File: config.mk
export PLATFORM = sky130hd
export DESIGN_NAME = modem_flow_control
export DESIGN_NICKNAME = d
export VERILOG_FILES = /design/src/verilog/modem_flow_pkg.sv /design/src/verilog/modem_flow_control.sv
export SDC_FILE = /design/constraint.sdc
export NUM_CORES = 1
export LEC_CHECK = 0
export BUFFER_PORTS_ARGS = -buffer_cell sky130_fd_sc_hd__buf_2
export CAP_MARGIN = 20
export CORE_MARGIN = 2
export CORE_UTILIZATION = 58
export DETAILED_ROUTE_END_ITERATION = 6
export HOLD_SLACK_MARGIN = 0.15
export PLACE_DENSITY = 0.88
export SLEW_MARGIN = 20
export SYNTH_ARGS = -nofsm -noshare
export SYNTH_HDL_FRONTEND = slang
export SYNTH_SLANG_ARGS = --single-unit
export TNS_END_PERCENT = 100
File: constraint.sdc
create_clock -name pclk -period 4.46 [get_ports pclk]
set_clock_uncertainty 0.1 [all_clocks]
set_input_delay 0.892 -clock pclk [delete_from_list [all_inputs] [get_ports pclk]]
set_output_delay 0.892 -clock pclk [all_outputs]
set_load 0.005 [all_outputs]
File: src/verilog/modem_flow_pkg.sv
// Purpose: constants and carrier types for the modem flow-control block
// Assumes: 40 MHz pclk, APB register access, 8-bit registers in low data bits
// Notes: all offsets are byte addresses on the APB bus

package modem_flow_pkg;

	// ----------------------------------------------------------------
	// register map
	// ----------------------------------------------------------------
	localparam int ADDR_W = 8;
	localparam logic [7:0] OFS_OPTION2 = 8'h00; // channel_option_reg_2
	localparam logic [7:0] OFS_OPTION3 = 8'h04; // channel_option_reg_3
	localparam logic [7:0] OFS_CHANGE_OPT1 = 8'h08; // modem_change_option_1
	localparam logic [7:0] OFS_CHANGE_OPT2 = 8'h0C; // modem_change_option_2
	localparam logic [7:0] OFS_SIGNAL1 = 8'h10; // modem_signal_value_1
	localparam logic [7:0] OFS_SIGNAL2 = 8'h14; // modem_signal_value_2
	localparam logic [7:0] OFS_CHANGE = 8'h18; // modem change flags, write one to clear
	localparam logic [7:0] OFS_IRQ_ENABLE = 8'h1C; // modem interrupt enable
	localparam logic [7:0] RESET_BYTE = 8'h00; // every register resets to zero

	// ----------------------------------------------------------------
	// field positions
	// ----------------------------------------------------------------
	localparam int BIT_DSR_GATE = 0; // option2: dsr_rx_gate_enable
	localparam int BIT_CTS_GATE = 1; // option2: cts_tx_gate_enable
	localparam int BIT_AUTO_RTS = 2; // option2: auto_rts_output_enable
	localparam int BIT_TX_INBAND = 6; // option2: auto_tx_inband_enable
	localparam int BIT_IMPLIED_RESUME = 7; // option2: implied_resume_mode
	localparam int BIT_CHAR_DETECT = 4; // option3: flow_char_detect_enable
	localparam int BIT_TRANSPARENCY = 5; // option3: flow_char_transparency
	localparam int BIT_RTS_MANUAL = 0; // signal1: rts value
	localparam int BIT_DTR_MANUAL = 1; // signal2: dtr value
	localparam int BIT_MODEM_IRQ_EN = 0; // irq enable register
	localparam int THRESH_LSB = 0; // change_opt1: rx_handshake_threshold [3:0]
	localparam int EDGE_LSB = 4; // edge enables / flags / input levels at [7:4]
	localparam int NUM_INPUTS = 4; // cts, dsr, cd, ri
	localparam int IN_CTS = 0;
	localparam int IN_DSR = 1;
	localparam int IN_CD = 2;
	localparam int IN_RI = 3;

	// ----------------------------------------------------------------
	// timing
	// ----------------------------------------------------------------
	localparam int CLK_PERIOD_PS = 25000; // 40 MHz
	localparam int SCAN_PERIOD_US = 1000; // one scan pass, worst latency one pass plus synchroniser cycles
	localparam int SCAN_CYCLES = (SCAN_PERIOD_US * 1000000) / CLK_PERIOD_PS;
	localparam int SCAN_CNT_W = 16;

	// ----------------------------------------------------------------
	// carriers
	// ----------------------------------------------------------------
	typedef struct packed {
		logic [3:0] fifo_count; // characters in transmit fifo
		logic busy; // shift or holding register occupied
		logic load_req; // fifo wants to move a character to holding
		logic special_req; // special character waiting to go out
	} tx_side_type;

	typedef struct packed {
		logic [3:0] fifo_count; // characters in receive fifo
		logic enable; // receiver enabled
		logic char_valid; // one-cycle pulse, a character was received
	} rx_side_type;

	typedef struct packed {
		logic tx_inband; // auto transmit in-band control
		logic implied_resume; // any character resumes transmit
		logic char_detect; // special characters 1 and 2 recognised
		logic transparency; // flow characters kept from the fifo
	} flow_options_type;

	typedef struct packed {
		logic [NUM_INPUTS-1:0] in_meta; // first synchroniser stage
		logic [NUM_INPUTS-1:0] in_sync; // second stage, raw pin levels
		logic dsel_meta;
		logic dsel_sync;
		logic dtr_in_meta;
		logic dtr_in_sync;
		logic [7:0] option2;
		logic [7:0] option3;
		logic [7:0] change_opt1;
		logic [7:0] change_opt2;
		logic [7:0] signal1;
		logic [7:0] signal2;
		logic [NUM_INPUTS-1:0] change;
		logic [7:0] irq_enable;
		logic [SCAN_CNT_W-1:0] scan_count;
		logic [NUM_INPUTS-1:0] scan_prev;
		logic [7:0] prdata;
		logic bad_addr;
		logic rts_n;
		logic dtr_n;
		logic irq_n;
	} state_type;

endpackage

File: src/verilog/modem_flow_control.sv
// Purpose: out-of-band flow control, modem pins and change detection, one channel
// Assumes: APB slave on pclk, fifo and transmitter logic on the same clock
// Notes: modem pins are active low; register bits are in asserted sense

`timescale 1ns/1ps
`default_nettype none

module modem_flow_control #(
	parameter int unsigned scan_cycles = modem_flow_pkg::SCAN_CYCLES // scan pass length
) (
	input wire logic pclk, // system clock
	input wire logic presetn, // async reset, active low
	input wire logic ce, // clock enable, freezes all state when low
	input wire logic psel, // apb select
	input wire logic penable, // apb access phase
	input wire logic pwrite, // apb direction
	input wire logic [modem_flow_pkg::ADDR_W-1:0] paddr, // apb byte address
	input wire logic [31:0] pwdata, // apb write data
	output logic [31:0] prdata, // apb read data
	output logic pready, // apb ready
	output logic pslverr, // apb error, unmapped address
	input wire logic cts_n_pin, // clear to send pin
	input wire logic dsr_n_pin, // data set ready pin
	input wire logic cd_n_pin, // carrier detect pin
	input wire logic ri_n_pin, // ring indicator pin
	input wire logic dtr_function_select, // static: high makes dtr pin an output
	output logic rts_n_out, // request to send pin
	input wire logic dtr_n_in, // dtr pin level in
	output logic dtr_n_out, // dtr pin level out
	output logic dtr_n_oe, // dtr pin driven when high
	output logic modem_irq_out_n, // modem change interrupt, active low
	input wire modem_flow_pkg::tx_side_type tx_side, // transmitter status
	output logic tx_load_grant, // fifo may move a character to holding
	output logic tx_special_grant, // special character may go out
	input wire modem_flow_pkg::rx_side_type rx_side, // receiver status
	output logic rx_char_accept, // received character may enter the fifo
	output var modem_flow_pkg::flow_options_type flow_options // in-band enables
);

	// ----------------------------------------------------------------
	// state
	// ----------------------------------------------------------------
	modem_flow_pkg::state_type state; // all registered state
	modem_flow_pkg::state_type next_state; // next value of it
	logic [modem_flow_pkg::NUM_INPUTS-1:0] live_level; // asserted sense, live
	logic [modem_flow_pkg::NUM_INPUTS-1:0] rise_edge; // off-to-on since last scan
	logic [modem_flow_pkg::NUM_INPUTS-1:0] fall_edge; // on-to-off since last scan
	logic [modem_flow_pkg::NUM_INPUTS-1:0] edge_hit; // enabled edges this scan
	logic scan_tick; // end of a scan pass
	logic [3:0] threshold; // rx_handshake_threshold
	logic dtr_auto; // threshold control owns dtr
	logic rts_auto; // transmit logic owns rts
	logic apb_setup; // setup phase of a transfer
	logic apb_write; // write takes effect this edge
	logic addr_ok; // address maps to a register
	logic [7:0] read_byte; // value for the addressed register
	logic [7:0] wbyte; // low byte of write data

	// ----------------------------------------------------------------
	// live input levels, inverted pin sense
	// ----------------------------------------------------------------
	// the cd bit comes from the dtr pin when that pin is not an output
	always_comb begin
		live_level = ~state.in_sync;
		if (!state.dsel_sync) begin
			live_level[modem_flow_pkg::IN_CD] = ~state.dtr_in_sync;
		end
	end

	// ----------------------------------------------------------------
	// per-input edge detection against the last scan
	// ----------------------------------------------------------------
	genvar gi;
	generate
		for (gi = 0; gi < modem_flow_pkg::NUM_INPUTS; gi++) begin : g_edge
			// compare live level with the copy from the previous pass
			assign rise_edge[gi] = live_level[gi] & ~state.scan_prev[gi];
			assign fall_edge[gi] = ~live_level[gi] & state.scan_prev[gi];
			assign edge_hit[gi] = scan_tick & (
				(rise_edge[gi] & state.change_opt1[modem_flow_pkg::EDGE_LSB + gi]) |
				(fall_edge[gi] & state.change_opt2[modem_flow_pkg::EDGE_LSB + gi]));
		end
	endgenerate

	// ----------------------------------------------------------------
	// decode helpers
	// ----------------------------------------------------------------
	// scan tick is free running; a slower pass costs latency, and a change undone within one pass is missed
	assign scan_tick = (32'(state.scan_count) == scan_cycles - 1);
	assign threshold = state.change_opt1[modem_flow_pkg::THRESH_LSB +: 4];
	assign dtr_auto = (threshold != 4'h0) && rx_side.enable;
	assign rts_auto = state.option2[modem_flow_pkg::BIT_AUTO_RTS];
	assign apb_setup = psel && !penable;
	assign apb_write = psel && penable && pwrite && ce;
	assign wbyte = pwdata[7:0];

	// address decode and read mux
	always_comb begin
		addr_ok = 1'b1;
		read_byte = 8'h00;
		case (paddr)
			modem_flow_pkg::OFS_OPTION2: begin
				read_byte = state.option2;
			end
			modem_flow_pkg::OFS_OPTION3: begin
				read_byte = state.option3;
			end
			modem_flow_pkg::OFS_CHANGE_OPT1: begin
				read_byte = state.change_opt1;
			end
			modem_flow_pkg::OFS_CHANGE_OPT2: begin
				read_byte = state.change_opt2;
			end
			modem_flow_pkg::OFS_SIGNAL1, modem_flow_pkg::OFS_SIGNAL2: begin
				// both value registers show the live inputs and the driven outputs
				read_byte = {live_level, 2'b00, ~state.dtr_n, ~state.rts_n};
			end
			modem_flow_pkg::OFS_CHANGE: begin
				read_byte = {state.change, 4'h0};
			end
			modem_flow_pkg::OFS_IRQ_ENABLE: begin
				read_byte = state.irq_enable;
			end
			default: begin
				addr_ok = 1'b0; // unmapped reads zero and errors
			end
		endcase
	end

	// ----------------------------------------------------------------
	// next-state logic
	// ----------------------------------------------------------------
	always_comb begin
		next_state = state;
		if (ce) begin
			// two-stage synchronisers for every pin and the strap
			next_state.in_meta = {ri_n_pin, cd_n_pin, dsr_n_pin, cts_n_pin};
			next_state.in_sync = state.in_meta;
			next_state.dsel_meta = dtr_function_select;
			next_state.dsel_sync = state.dsel_meta;
			next_state.dtr_in_meta = dtr_n_in;
			next_state.dtr_in_sync = state.dtr_in_meta;

			// free-running scan timer, copy of levels kept per pass
			if (scan_tick) begin
				next_state.scan_count = '0;
				next_state.scan_prev = live_level;
			end else begin
				next_state.scan_count = state.scan_count + 1'b1;
			end

			// read data captured in setup so it leaves a flop
			if (apb_setup) begin
				next_state.prdata = read_byte;
				next_state.bad_addr = !addr_ok;
			end

			// register writes on the access edge
			if (apb_write) begin
				case (paddr)
					modem_flow_pkg::OFS_OPTION2: begin
						next_state.option2 = wbyte;
					end
					modem_flow_pkg::OFS_OPTION3: begin
						next_state.option3 = wbyte;
					end
					modem_flow_pkg::OFS_CHANGE_OPT1: begin
						next_state.change_opt1 = wbyte;
					end
					modem_flow_pkg::OFS_CHANGE_OPT2: begin
						next_state.change_opt2 = wbyte;
					end
					modem_flow_pkg::OFS_SIGNAL1: begin
						next_state.signal1 = wbyte;
					end
					modem_flow_pkg::OFS_SIGNAL2: begin
						next_state.signal2 = wbyte;
					end
					modem_flow_pkg::OFS_CHANGE: begin
						next_state.change = state.change & ~wbyte[7:4];
					end
					modem_flow_pkg::OFS_IRQ_ENABLE: begin
						next_state.irq_enable = wbyte;
					end
					default: begin
						next_state.option2 = state.option2; // unmapped write ignored
					end
				endcase
			end

			// a detected edge wins over a clear in the same cycle
			next_state.change = next_state.change | edge_hit;

			// interrupt request from flags and enable
			next_state.irq_n = !((|next_state.change) &&
				next_state.irq_enable[modem_flow_pkg::BIT_MODEM_IRQ_EN]);

			// rts: pending transmit data, or the manual bit
			if (rts_auto) begin
				next_state.rts_n = !((tx_side.fifo_count != 4'h0) || tx_side.busy);
			end else begin
				next_state.rts_n = !state.signal1[modem_flow_pkg::BIT_RTS_MANUAL];
			end

			// dtr: receive threshold, or the manual bit
			if (dtr_auto) begin
				next_state.dtr_n = !(rx_side.fifo_count < threshold);
			end else begin
				next_state.dtr_n = !state.signal2[modem_flow_pkg::BIT_DTR_MANUAL];
			end
		end
	end

	// ----------------------------------------------------------------
	// state register
	// ----------------------------------------------------------------
	// pins idle deasserted (high) and irq idle high out of reset
	always_ff @(posedge pclk or negedge presetn) begin
		if (!presetn) begin
			state <= '0;
			state.rts_n <= 1'b1;
			state.dtr_n <= 1'b1;
			state.irq_n <= 1'b1;
			state.in_meta <= '1;
			state.in_sync <= '1;
			state.dtr_in_meta <= 1'b1;
			state.dtr_in_sync <= 1'b1;
			state.dsel_meta <= 1'b1;
			state.dsel_sync <= 1'b1;
		end else begin
			state <= next_state;
		end
	end

	// ----------------------------------------------------------------
	// outputs
	// ----------------------------------------------------------------
	assign prdata = {24'h000000, state.prdata};
	assign pready = ce; // zero wait states while enabled
	assign pslverr = psel && penable && ce && state.bad_addr;
	assign rts_n_out = state.rts_n;
	assign dtr_n_out = state.dtr_n;
	assign dtr_n_oe = state.dsel_sync;
	assign modem_irq_out_n = state.irq_n;
	// cts checked live only at the fifo to holding move; holding and shift drain
	assign tx_load_grant = tx_side.load_req && ce &&
		(!state.option2[modem_flow_pkg::BIT_CTS_GATE] || live_level[modem_flow_pkg::IN_CTS]);
	assign tx_special_grant = tx_side.special_req && ce;
	assign rx_char_accept = rx_side.char_valid && ce &&
		(!state.option2[modem_flow_pkg::BIT_DSR_GATE] || live_level[modem_flow_pkg::IN_DSR]);
	// in-band enables are only held here; the character logic acts on them
	assign flow_options = '{
		tx_inband: state.option2[modem_flow_pkg::BIT_TX_INBAND],
		implied_resume: state.option2[modem_flow_pkg::BIT_IMPLIED_RESUME],
		char_detect: state.option3[modem_flow_pkg::BIT_CHAR_DETECT],
		transparency: state.option3[modem_flow_pkg::BIT_TRANSPARENCY]};
endmodule

`default_nettype wire

== Yosys cells after proc, flatten, opt, wreduce, memory -nomap -nowiden ==
Index checks and enable logic that the tools add are counted.

* Register bits after elaboration: 91
* Bits of input ports: 65
* Output and inout port bits: 45
* Word-level logic and storage cells: 135

* Add/subtract/negate cells: 1
* $lt $le $gt $ge: 1
* Equality and inequality tests: 16
* Multiplexer cells: 16
* Bitwise operators: 39
* Reduce and logical (&&, ||, !) cells: 40

{| class="wikitable"
|+ Operators by type and width
! operator !! number
|-
| $mux W60 || 2
|-
| $mux W8 || 7
|-
| $pmux W8 S7 || 1
|-
| $eq A8 B5 Y1 const B || 4
|-
| $reduce_and A3 Y1 || 7
|-
| $and A1 B1 Y1 || 20
|-
| $add A16 B1 Y16 const B || 1
|-
| $eq A16 B16 Y1 const B || 1
|-
| $eq A8 B4 Y1 const B || 2
|-
| $mux W16 || 1
|-
| $ne A2 B1 Y1 const B || 8
|-
| $logic_and A1 B1 Y1 || 13
|-
| $not A1 Y1 || 11
|-
| $logic_not A1 Y1 || 9
|-
| $eq A8 B3 Y1 const B || 1
|-
| $logic_not A8 Y1 || 1
|-
| $not A4 Y4 || 2
|-
| $reduce_bool A4 Y1 || 2
|-
| $reduce_or A8 Y1 || 1
|-
| $and A4 B4 Y4 || 1
|-
| $lt A4 B4 Y1 || 1
|-
| $mux W1 || 4
|-
| $mux W4 || 1
|-
| $or A1 B1 Y1 || 4
|-
| other kinds (5) || 8
|}

== Longest topological paths before layout ==
Gate-level depths: netlist of the first run.

* Depth in word-level cells: 11
* Depth in mapped cells: 7
* Gate-level depth less buffers: 6

== Worst setup path after synthesis of the first run ==
Ideal clock, no wire load.

* Path kind: input -> output
* Start: input ce
* End: output rx_char_accept
* Arrival: 1871 ps
* Data required time: 3468 ps
* Path slack: 1597 ps
* Cell stages on the path: 5
* Path buffers: 3
* Path through: buf_2 > clkbuf_1 > clkbuf_1 > nand2_1 > a21oi_1

* Cells in the longest elaborated chain, start to end: 2

{| class="wikitable"
|+ RTL lines
! element !! RTL line !! text
|-
| start: declaration || modem_flow_control.sv:13 || <nowiki>input wire logic ce,</nowiki>
|-
| $logic_and A1 B1 Y1 (2 in series) || modem_flow_control.sv:249 || <nowiki>assign rx_char_accept = rx_side.char_valid && ce &&</nowiki>
|-
| end: declaration || modem_flow_control.sv:36 || <nowiki>output logic rx_char_accept,</nowiki>
|}

No other way between the ends.

== Final worst setup path of the first run ==
* Start: input ce
* End: output pslverr

* Cells in the longest elaborated chain, start to end: 2

{| class="wikitable"
|+ RTL lines
! element !! RTL line !! text
|-
| $logic_and A1 B1 Y1 (2 in series) || modem_flow_control.sv:240 || <nowiki>assign pslverr = psel && penable && ce && state.bad_addr;</nowiki>
|-
| end: declaration || modem_flow_control.sv:21 || <nowiki>output logic pslverr,</nowiki>
|}

No other way between the ends.

==> flow_metrics.tcl, run 1 <==
set metrics [dict create \
    outcome "completed" \
    ant_nets 0 \
    path_cells "buf_2 > buf_4 > nand3_1 > nor2_1 > buf_2" \
    synth_edf_count 0 \
    hold_viol_final 0 \
    ctsHoldBuffers 0 \
    min_path_cells 2 \
    place_congestion 0.883 \
    htreeDepth 3 \
    slew_violations 0 \
    synthArstFlopShare_pct 100 \
    max-cap-violations 0 \
    rsz0062_at_grt "no" \
    period_minus_slack_ns 2.78 \
    slew-limit-headroom_pct 47.9 \
    syn_area_mm2 0.00452 \
    final_util_pct 64.8 \
    fin_setup_tns_ns 0 \
    p_per_area_mw_per_mm2 326 \
    reg2reg_from "state[16]" \
    worstMarginPinSlew_ns 0.782 \
    end_kind "primary output" \
    ctsResizeCount 0 \
    clkSinkCount 90 \
    fmax_mhz 360 \
    antenna_cells 0 \
    cp_common_cell "buf_2" \
    crit_buf_inv 3 \
    startpoint "ce" \
    reg2reg_depth 6 \
    synth_seq_cells 90 \
    pin_count 110 \
    hp-start "dtr_n_out" \
    drt_iter0_drc 164 \
    slowest_stage "buf_4" \
    cts_buffer_depth 2 \
    dp_hpwl_um 6930 \
    layout_common_cells "dfrtp_1 (75), buf_2 (60), mux2_2 (57)" \
    layout-drive-gt1-share_pct 36.3 \
    path_clk_slew_ns 0.09 \
    worstSkewPairLatency_ns 0.36 \
    arrival_ns 1.79 \
    crit_cells 5 \
    synth_top_area_cell "dfrtp_1" \
    synth_warnings 0 \
    timing.hold.ws_ns 0.401 \
    grt_max_degree 91 \
    setup-violations-final 0 \
    path_max_fanout 36 \
    gr-total-overflow 0 \
    total_power_w 0.00162 \
    ys_top_cells_by_area "dfrtp_1 (42%), mux2_2 (14%), dfstp_2 (8.7%), buf_4 (6.1%), nand2_1 (2.5%)" \
    crit_family "buffers and inverters" \
    seq_area_frac_synth_pct 50.2 \
    worstSetupStartpointType "input port" \
    synthCells 396 \
    dr_total_vias 3243 \
    layout.nets 513 \
    antenna_found_initial 0 \
    avgSynthCellArea_um2 11.4 \
    yosysTopAreaCellShare_pct 41.5 \
    cpPeakStageDelay_ns 0.38 \
    cp.required_ns 3.47 \
    initial_core_util_pct 59.1 \
    grt_pass1_vias 3215 \
    route.detailed.drc 0 \
    dieWidth_um 92.3 \
    netlist-cell-type-count 55 \
    dieArea_mm2 0.00852 \
    cts_setup_buffers 0 \
    syn_to_final_growth_pct 9.55 \
    crit_type "in -> out" \
    wl_per_cell_um 17.4 \
    regToRegSetupSlack_ns 2.52 \
    grt_first_pass_wirelength_um 16000 \
    port_buffers 61 \
    track_usage_pct 24.2 \
    p_leak_nw 2.35 \
    dp_slack_ns 1.59 \
    die_y_um 92.3 \
    fin_crit_sh_pct 62.3 \
    ir_worst_vdd_mv 0.285 \
    rows 32 \
    numCtsBuffers 9 \
    dr.pass1.iters 4 \
    via_per_inst 5.89 \
    root_buffer "clkbuf_8" \
    hold_path_class "reg -> reg" \
    synthFlopType "dfrtp_1" \
    tritoncts "done" \
    routed_wl_um 9560 \
    mostFrequentLayoutCell "dfrtp_1" \
    fp.coreArea_mm2 0.00765 \
    fin_ws_ns 1.68 \
]
flip-flops by register name (all words and copies together), names as in the netlist:
register / cells
dtr_n_oe: 1
dtr_n_out: 1
flow_options: 4
modem_irq_out_n: 1
prdata: 8
rts_auto: 1
rts_n_out: 1
state: 73
routing by layer:
layer / vias to the layer above / global-route usage [%] / share of wire, %
met4: 0 / 8.71 / 2.0
met3: 20 / 6.74 / 7.5
met2: 146 / 38.9 / 49
li1: 1474 / - / -
met1: 1603 / 31.8 / 42
met5: - / 0 / 0
layout make-up:
type / instances / area, um^2
fillers: 598 / 2700
flip-flops and latches: 90 / 2270
multi-input cells: 271 / 1980
repair buffers: 65 / 342
clock buffers: 10 / 138
well taps: 102 / 128
clock inverters: 6 / 66.3
inverters: 7 / 26.3
synthesized netlist by cell type, types with 2 or more instances:
library cell / n
a21o_1: 2
nor3_1: 4
nand2_1: 30
a21oi_1: 5
xnor2_1: 9
a222oi_1: 2
dfrtp_1: 75
ha_1: 4
dfstp_2: 15
inv_1: 7
a22oi_1: 4
o21ai_0: 15
nand4b_1: 2
and2_1: 4
and3_1: 3
o22ai_1: 2
a31oi_1: 4
buf_4: 37
clkbuf_1: 10
nand2b_1: 2
nand3b_1: 4
a22o_1: 8
mux2_2: 57
o31ai_1: 3
a211oi_1: 2
and4_1: 2
nor4_1: 4
buf_2: 3
nand3_1: 14
nor2_1: 15
nor3b_1: 3
a32oi_1: 4
xor2_1: 4
nand4_1: 11
o211ai_1: 3
a221oi_1: 2
mux2i_1: 3
worst register-to-register path, cell delays in order, from the launching register on:
cell	delay [ns]
dfrtp_1	0.41
ha_1	0.24
nor4bb_1	0.31
and4b_1	0.32
nand2_1	0.22
nand2_1	0.14
o21ai_0	0.09
cells by family after synthesis:
group,Yosys count,synth area share (%)
muxes,60,14.9
adders and majority gates,4,1.11
buffers and inverters,58,7.97
xor gates and xnor gates,13,2.52
DFF,90,50.2
other,1,0.0830
AOI/OAI and AO/OA,59,9.11
and+or+nand+nor,111,14.1
path summary, 6_finish.rpt:
kind	endpoint
max in group asynchronous	state[23]
worst min register to register	dtr_n_out
worst max-delay path	pslverr
worst max register to register	state[15]
min in group asynchronous	state[78]
worst min-delay path	dtr_n_out
per-stage QoR:
| stage | instance area, um^2 | instances |
|---|---|---|
| 2_1_floorplan | 4610 | 419 |
| 3_3_place_gp | 4740 | 535 |
| 3_5_place_dp | 4740 | 535 |
| 4_1_cts | 4950 | 551 |
| 5_1_grt | 4950 | 551 |
| 6_report | 4950 | 551 |
power by group:
group	switching [W]	internal [W]	total, W	leakage [nW]
clock	0.000293	0.000274	0.000567	0.0945
sequential	0.0000411	0.000865	0.000906	1.19
combinational	0.0000806	0.0000627	0.000143	1.06
Power figures use the tool's default switching activity.
==> run 2: changes to the inputs <==
Settings changed: ABC_AREA from default to 1, CORE_UTILIZATION 58 to 49, PLACE_DENSITY 0.88 to 0.78.
Clock period 4.46 ns to 2.4 ns, I/O delays scaled along.
==> flow_metrics.tcl, run 2 <==
set metrics [dict create \
    synth_top_area_cell "dfrtp_1" \
    arrival_ns 1.27 \
    fp.coreArea_mm2 0.00977 \
    routed_wl_um 10800 \
    yosysMostFrequentCell "nand2_1" \
    hold_viol_final 0 \
    largest_register_ffs 73 \
    dr.pass1.iters 5 \
    fin_setup_tns_ns 0 \
    clkSinkCount 90 \
    layout_common_cells "nand2_1 (213), dfrtp_1 (75), inv_1 (70)" \
    pin_count 110 \
    regToRegSetupSlack_ns 0.62 \
    synthArstFlopShare_pct 100 \
    netlist-cell-type-count 35 \
    wl_per_cell_um 12.8 \
    mostFrequentLayoutCell "nand2_1" \
    yosysTopAreaCellShare_pct 38.1 \
    via_per_inst 4.93 \
    dr_total_vias 4164 \
    antenna_cells 0 \
    period_minus_slack_ns 1.85 \
    ant_nets 0 \
    crit_type "in -> out" \
    tritoncts "done" \
    p_per_area_mw_per_mm2 597 \
    path_clk_slew_ns 0.09 \
    synth_edf_count 0 \
    total_power_w 0.00323 \
    synthFlopType "dfrtp_1" \
    layout.nets 775 \
    ys_top_cells_by_area "dfrtp_1 (38%), nand2_1 (16%), dfstp_2 (8.0%), buf_4 (5.6%), inv_1 (5.3%)" \
    cp.required_ns 1.82 \
    worstSkewPairLatency_ns 0.38 \
    layout-drive-gt1-share_pct 19.0 \
    worstSetupStartpointType "input port" \
    end_kind "primary output" \
    die_y_um 104 \
    numCtsBuffers 9 \
    rows 36 \
    synth_seq_cells 90 \
    fin_ws_ns 0.547 \
    max-cap-violations 0 \
    htreeDepth 3 \
    stdcell_area_mm2 0.00542 \
    dp_slack_ns 0.409 \
    route.detailed.drc 0 \
    synth_warnings 0 \
    initial_core_util_pct 50.3 \
    critPathCapture "rx_char_accept" \
    reg2reg_to "state[28]" \
    drt_iter0_drc 315 \
    reg2reg_depth 8 \
    root_buffer "clkbuf_8" \
    startpoint "ce" \
    grt_max_degree 54 \
    outcome "completed" \
    cts_buffer_depth 2 \
    ir_worst_vdd_mv 0.430 \
    dieArea_mm2 0.0109 \
    fin_crit_sh_pct 77.2 \
    setup-violations-final 0 \
    antenna_found_initial 0 \
    path_max_fanout 19 \
    grt_pass1_vias 4021 \
    synthCells 652 \
    place_congestion 0.865 \
    final_util_pct 55.4 \
    seq_area_frac_synth_pct 46.1 \
    slew_violations 0 \
    yosys-top-cells-count "nand2_1 (213), dfrtp_1 (75), inv_1 (70), nor2_1 (63), buf_4 (37)" \
    syn_area_mm2 0.00492 \
    avgSynthCellArea_um2 7.55 \
    largest-register "state" \
    grt_first_pass_wirelength_um 18800 \
    cts_setup_buffers 0 \
    dp_hpwl_um 8160 \
    gr-total-overflow 0 \
    port_buffers 61 \
    p_leak_nw 2.79 \
    postPlaceCellArea_mm2 0.00520 \
    fmax_mhz 540 \
    dieWidth_um 104 \
    hold_path_class "in -> reg" \
    reg2reg_from "state[16]" \
    rsz0062_at_grt "no" \
    track_usage_pct 21.5 \
    syn_to_final_growth_pct 10.1 \
]
[run 2: layer usage]
metal / vias up / routed length (um) / GRT usage [%] / part of all wire, %
met5: - / 0 / 0 / 0
met4: 0 / 206 / 8.49 / 1.9
met3: 18 / 619 / 4.14 / 5.7
met2: 134 / 5320 / 36.7 / 49
met1: 1917 / 4670 / 26.9 / 43
li1: 2095 / - / - / -
[run 2: how the worst min path moves through the flow]
stage,startpoint,end,slack [ns],cells after the start
2_1_floorplan,presetn,flow_options[0],0.08,0
3_3_place_gp,presetn,state[29],0.25,1
3_5_place_dp,presetn,state[28],0.25,1
4_1_cts,dtr_function_select,state[95],0.18,3
5_1_grt,dtr_function_select,state[95],0.20,3
6_report,dtr_function_select,state[95],0.19,3
[run 2: through the flow]
stage                     cells  hold slack [ns]
after floorplan             675           0.0844
after global placement      827            0.250
after detailed placement    827            0.252
after CTS                   844            0.185
after global routing        844            0.195
final                       844            0.194
[run 2: timing repair]
| action | in CTS | in global routing |
|---|---|---|
| endpoints found under the hold margin | 14 | 0 |
| hold buffers | 1 | 0 |
| gates resized for setup | 0 | 0 |
| setup endpoints to repair | 0 | 0 |
[run 2: where the power goes]
group	switching, W	total (W)	internal (W)
registers	0.000107	0.00174	0.00163
logic	0.000263	0.000410	0.000148
clock network	0.000588	0.00109	0.000499
total	0.000957	0.00323	0.00228
[run 2: final cells by class]
| type | count | area (um^2) |
|---|---|---|
| fill | 961 | 4360 |
| sequential | 90 | 2270 |
| multi-input combinational | 460 | 2110 |
| timing repair buffer | 68 | 375 |
| inverter | 77 | 290 |
| tap | 133 | 166 |
| clock buffer | 9 | 124 |
| clock inverter | 7 | 83.8 |
[run 2: worst max-delay path, stage by stage]
cell,delay (ns)
buf_2,0.18
buf_4,0.25
nand2_1,0.07
a21oi_1,0.14
buf_2,0.14
[run 2: cells by family (layout without fill, tap and decap cells)]
| logic type | count (synthesis) | count (layout) | synth area share, % |
|---|---|---|---|
| buffers and inverters | 125 | 161 | 12.8 |
| DFF | 90 | 90 | 46.1 |
| adders and majority gates | 4 | 4 | 1.02 |
| AOI/OAI and AO/OA | 87 | 87 | 9.74 |
| xor gates and xnor gates | 3 | 3 | 0.534 |
| and+or+nand+nor | 342 | 342 | 29.7 |
| other | 1 | 24 | 0.0762 |
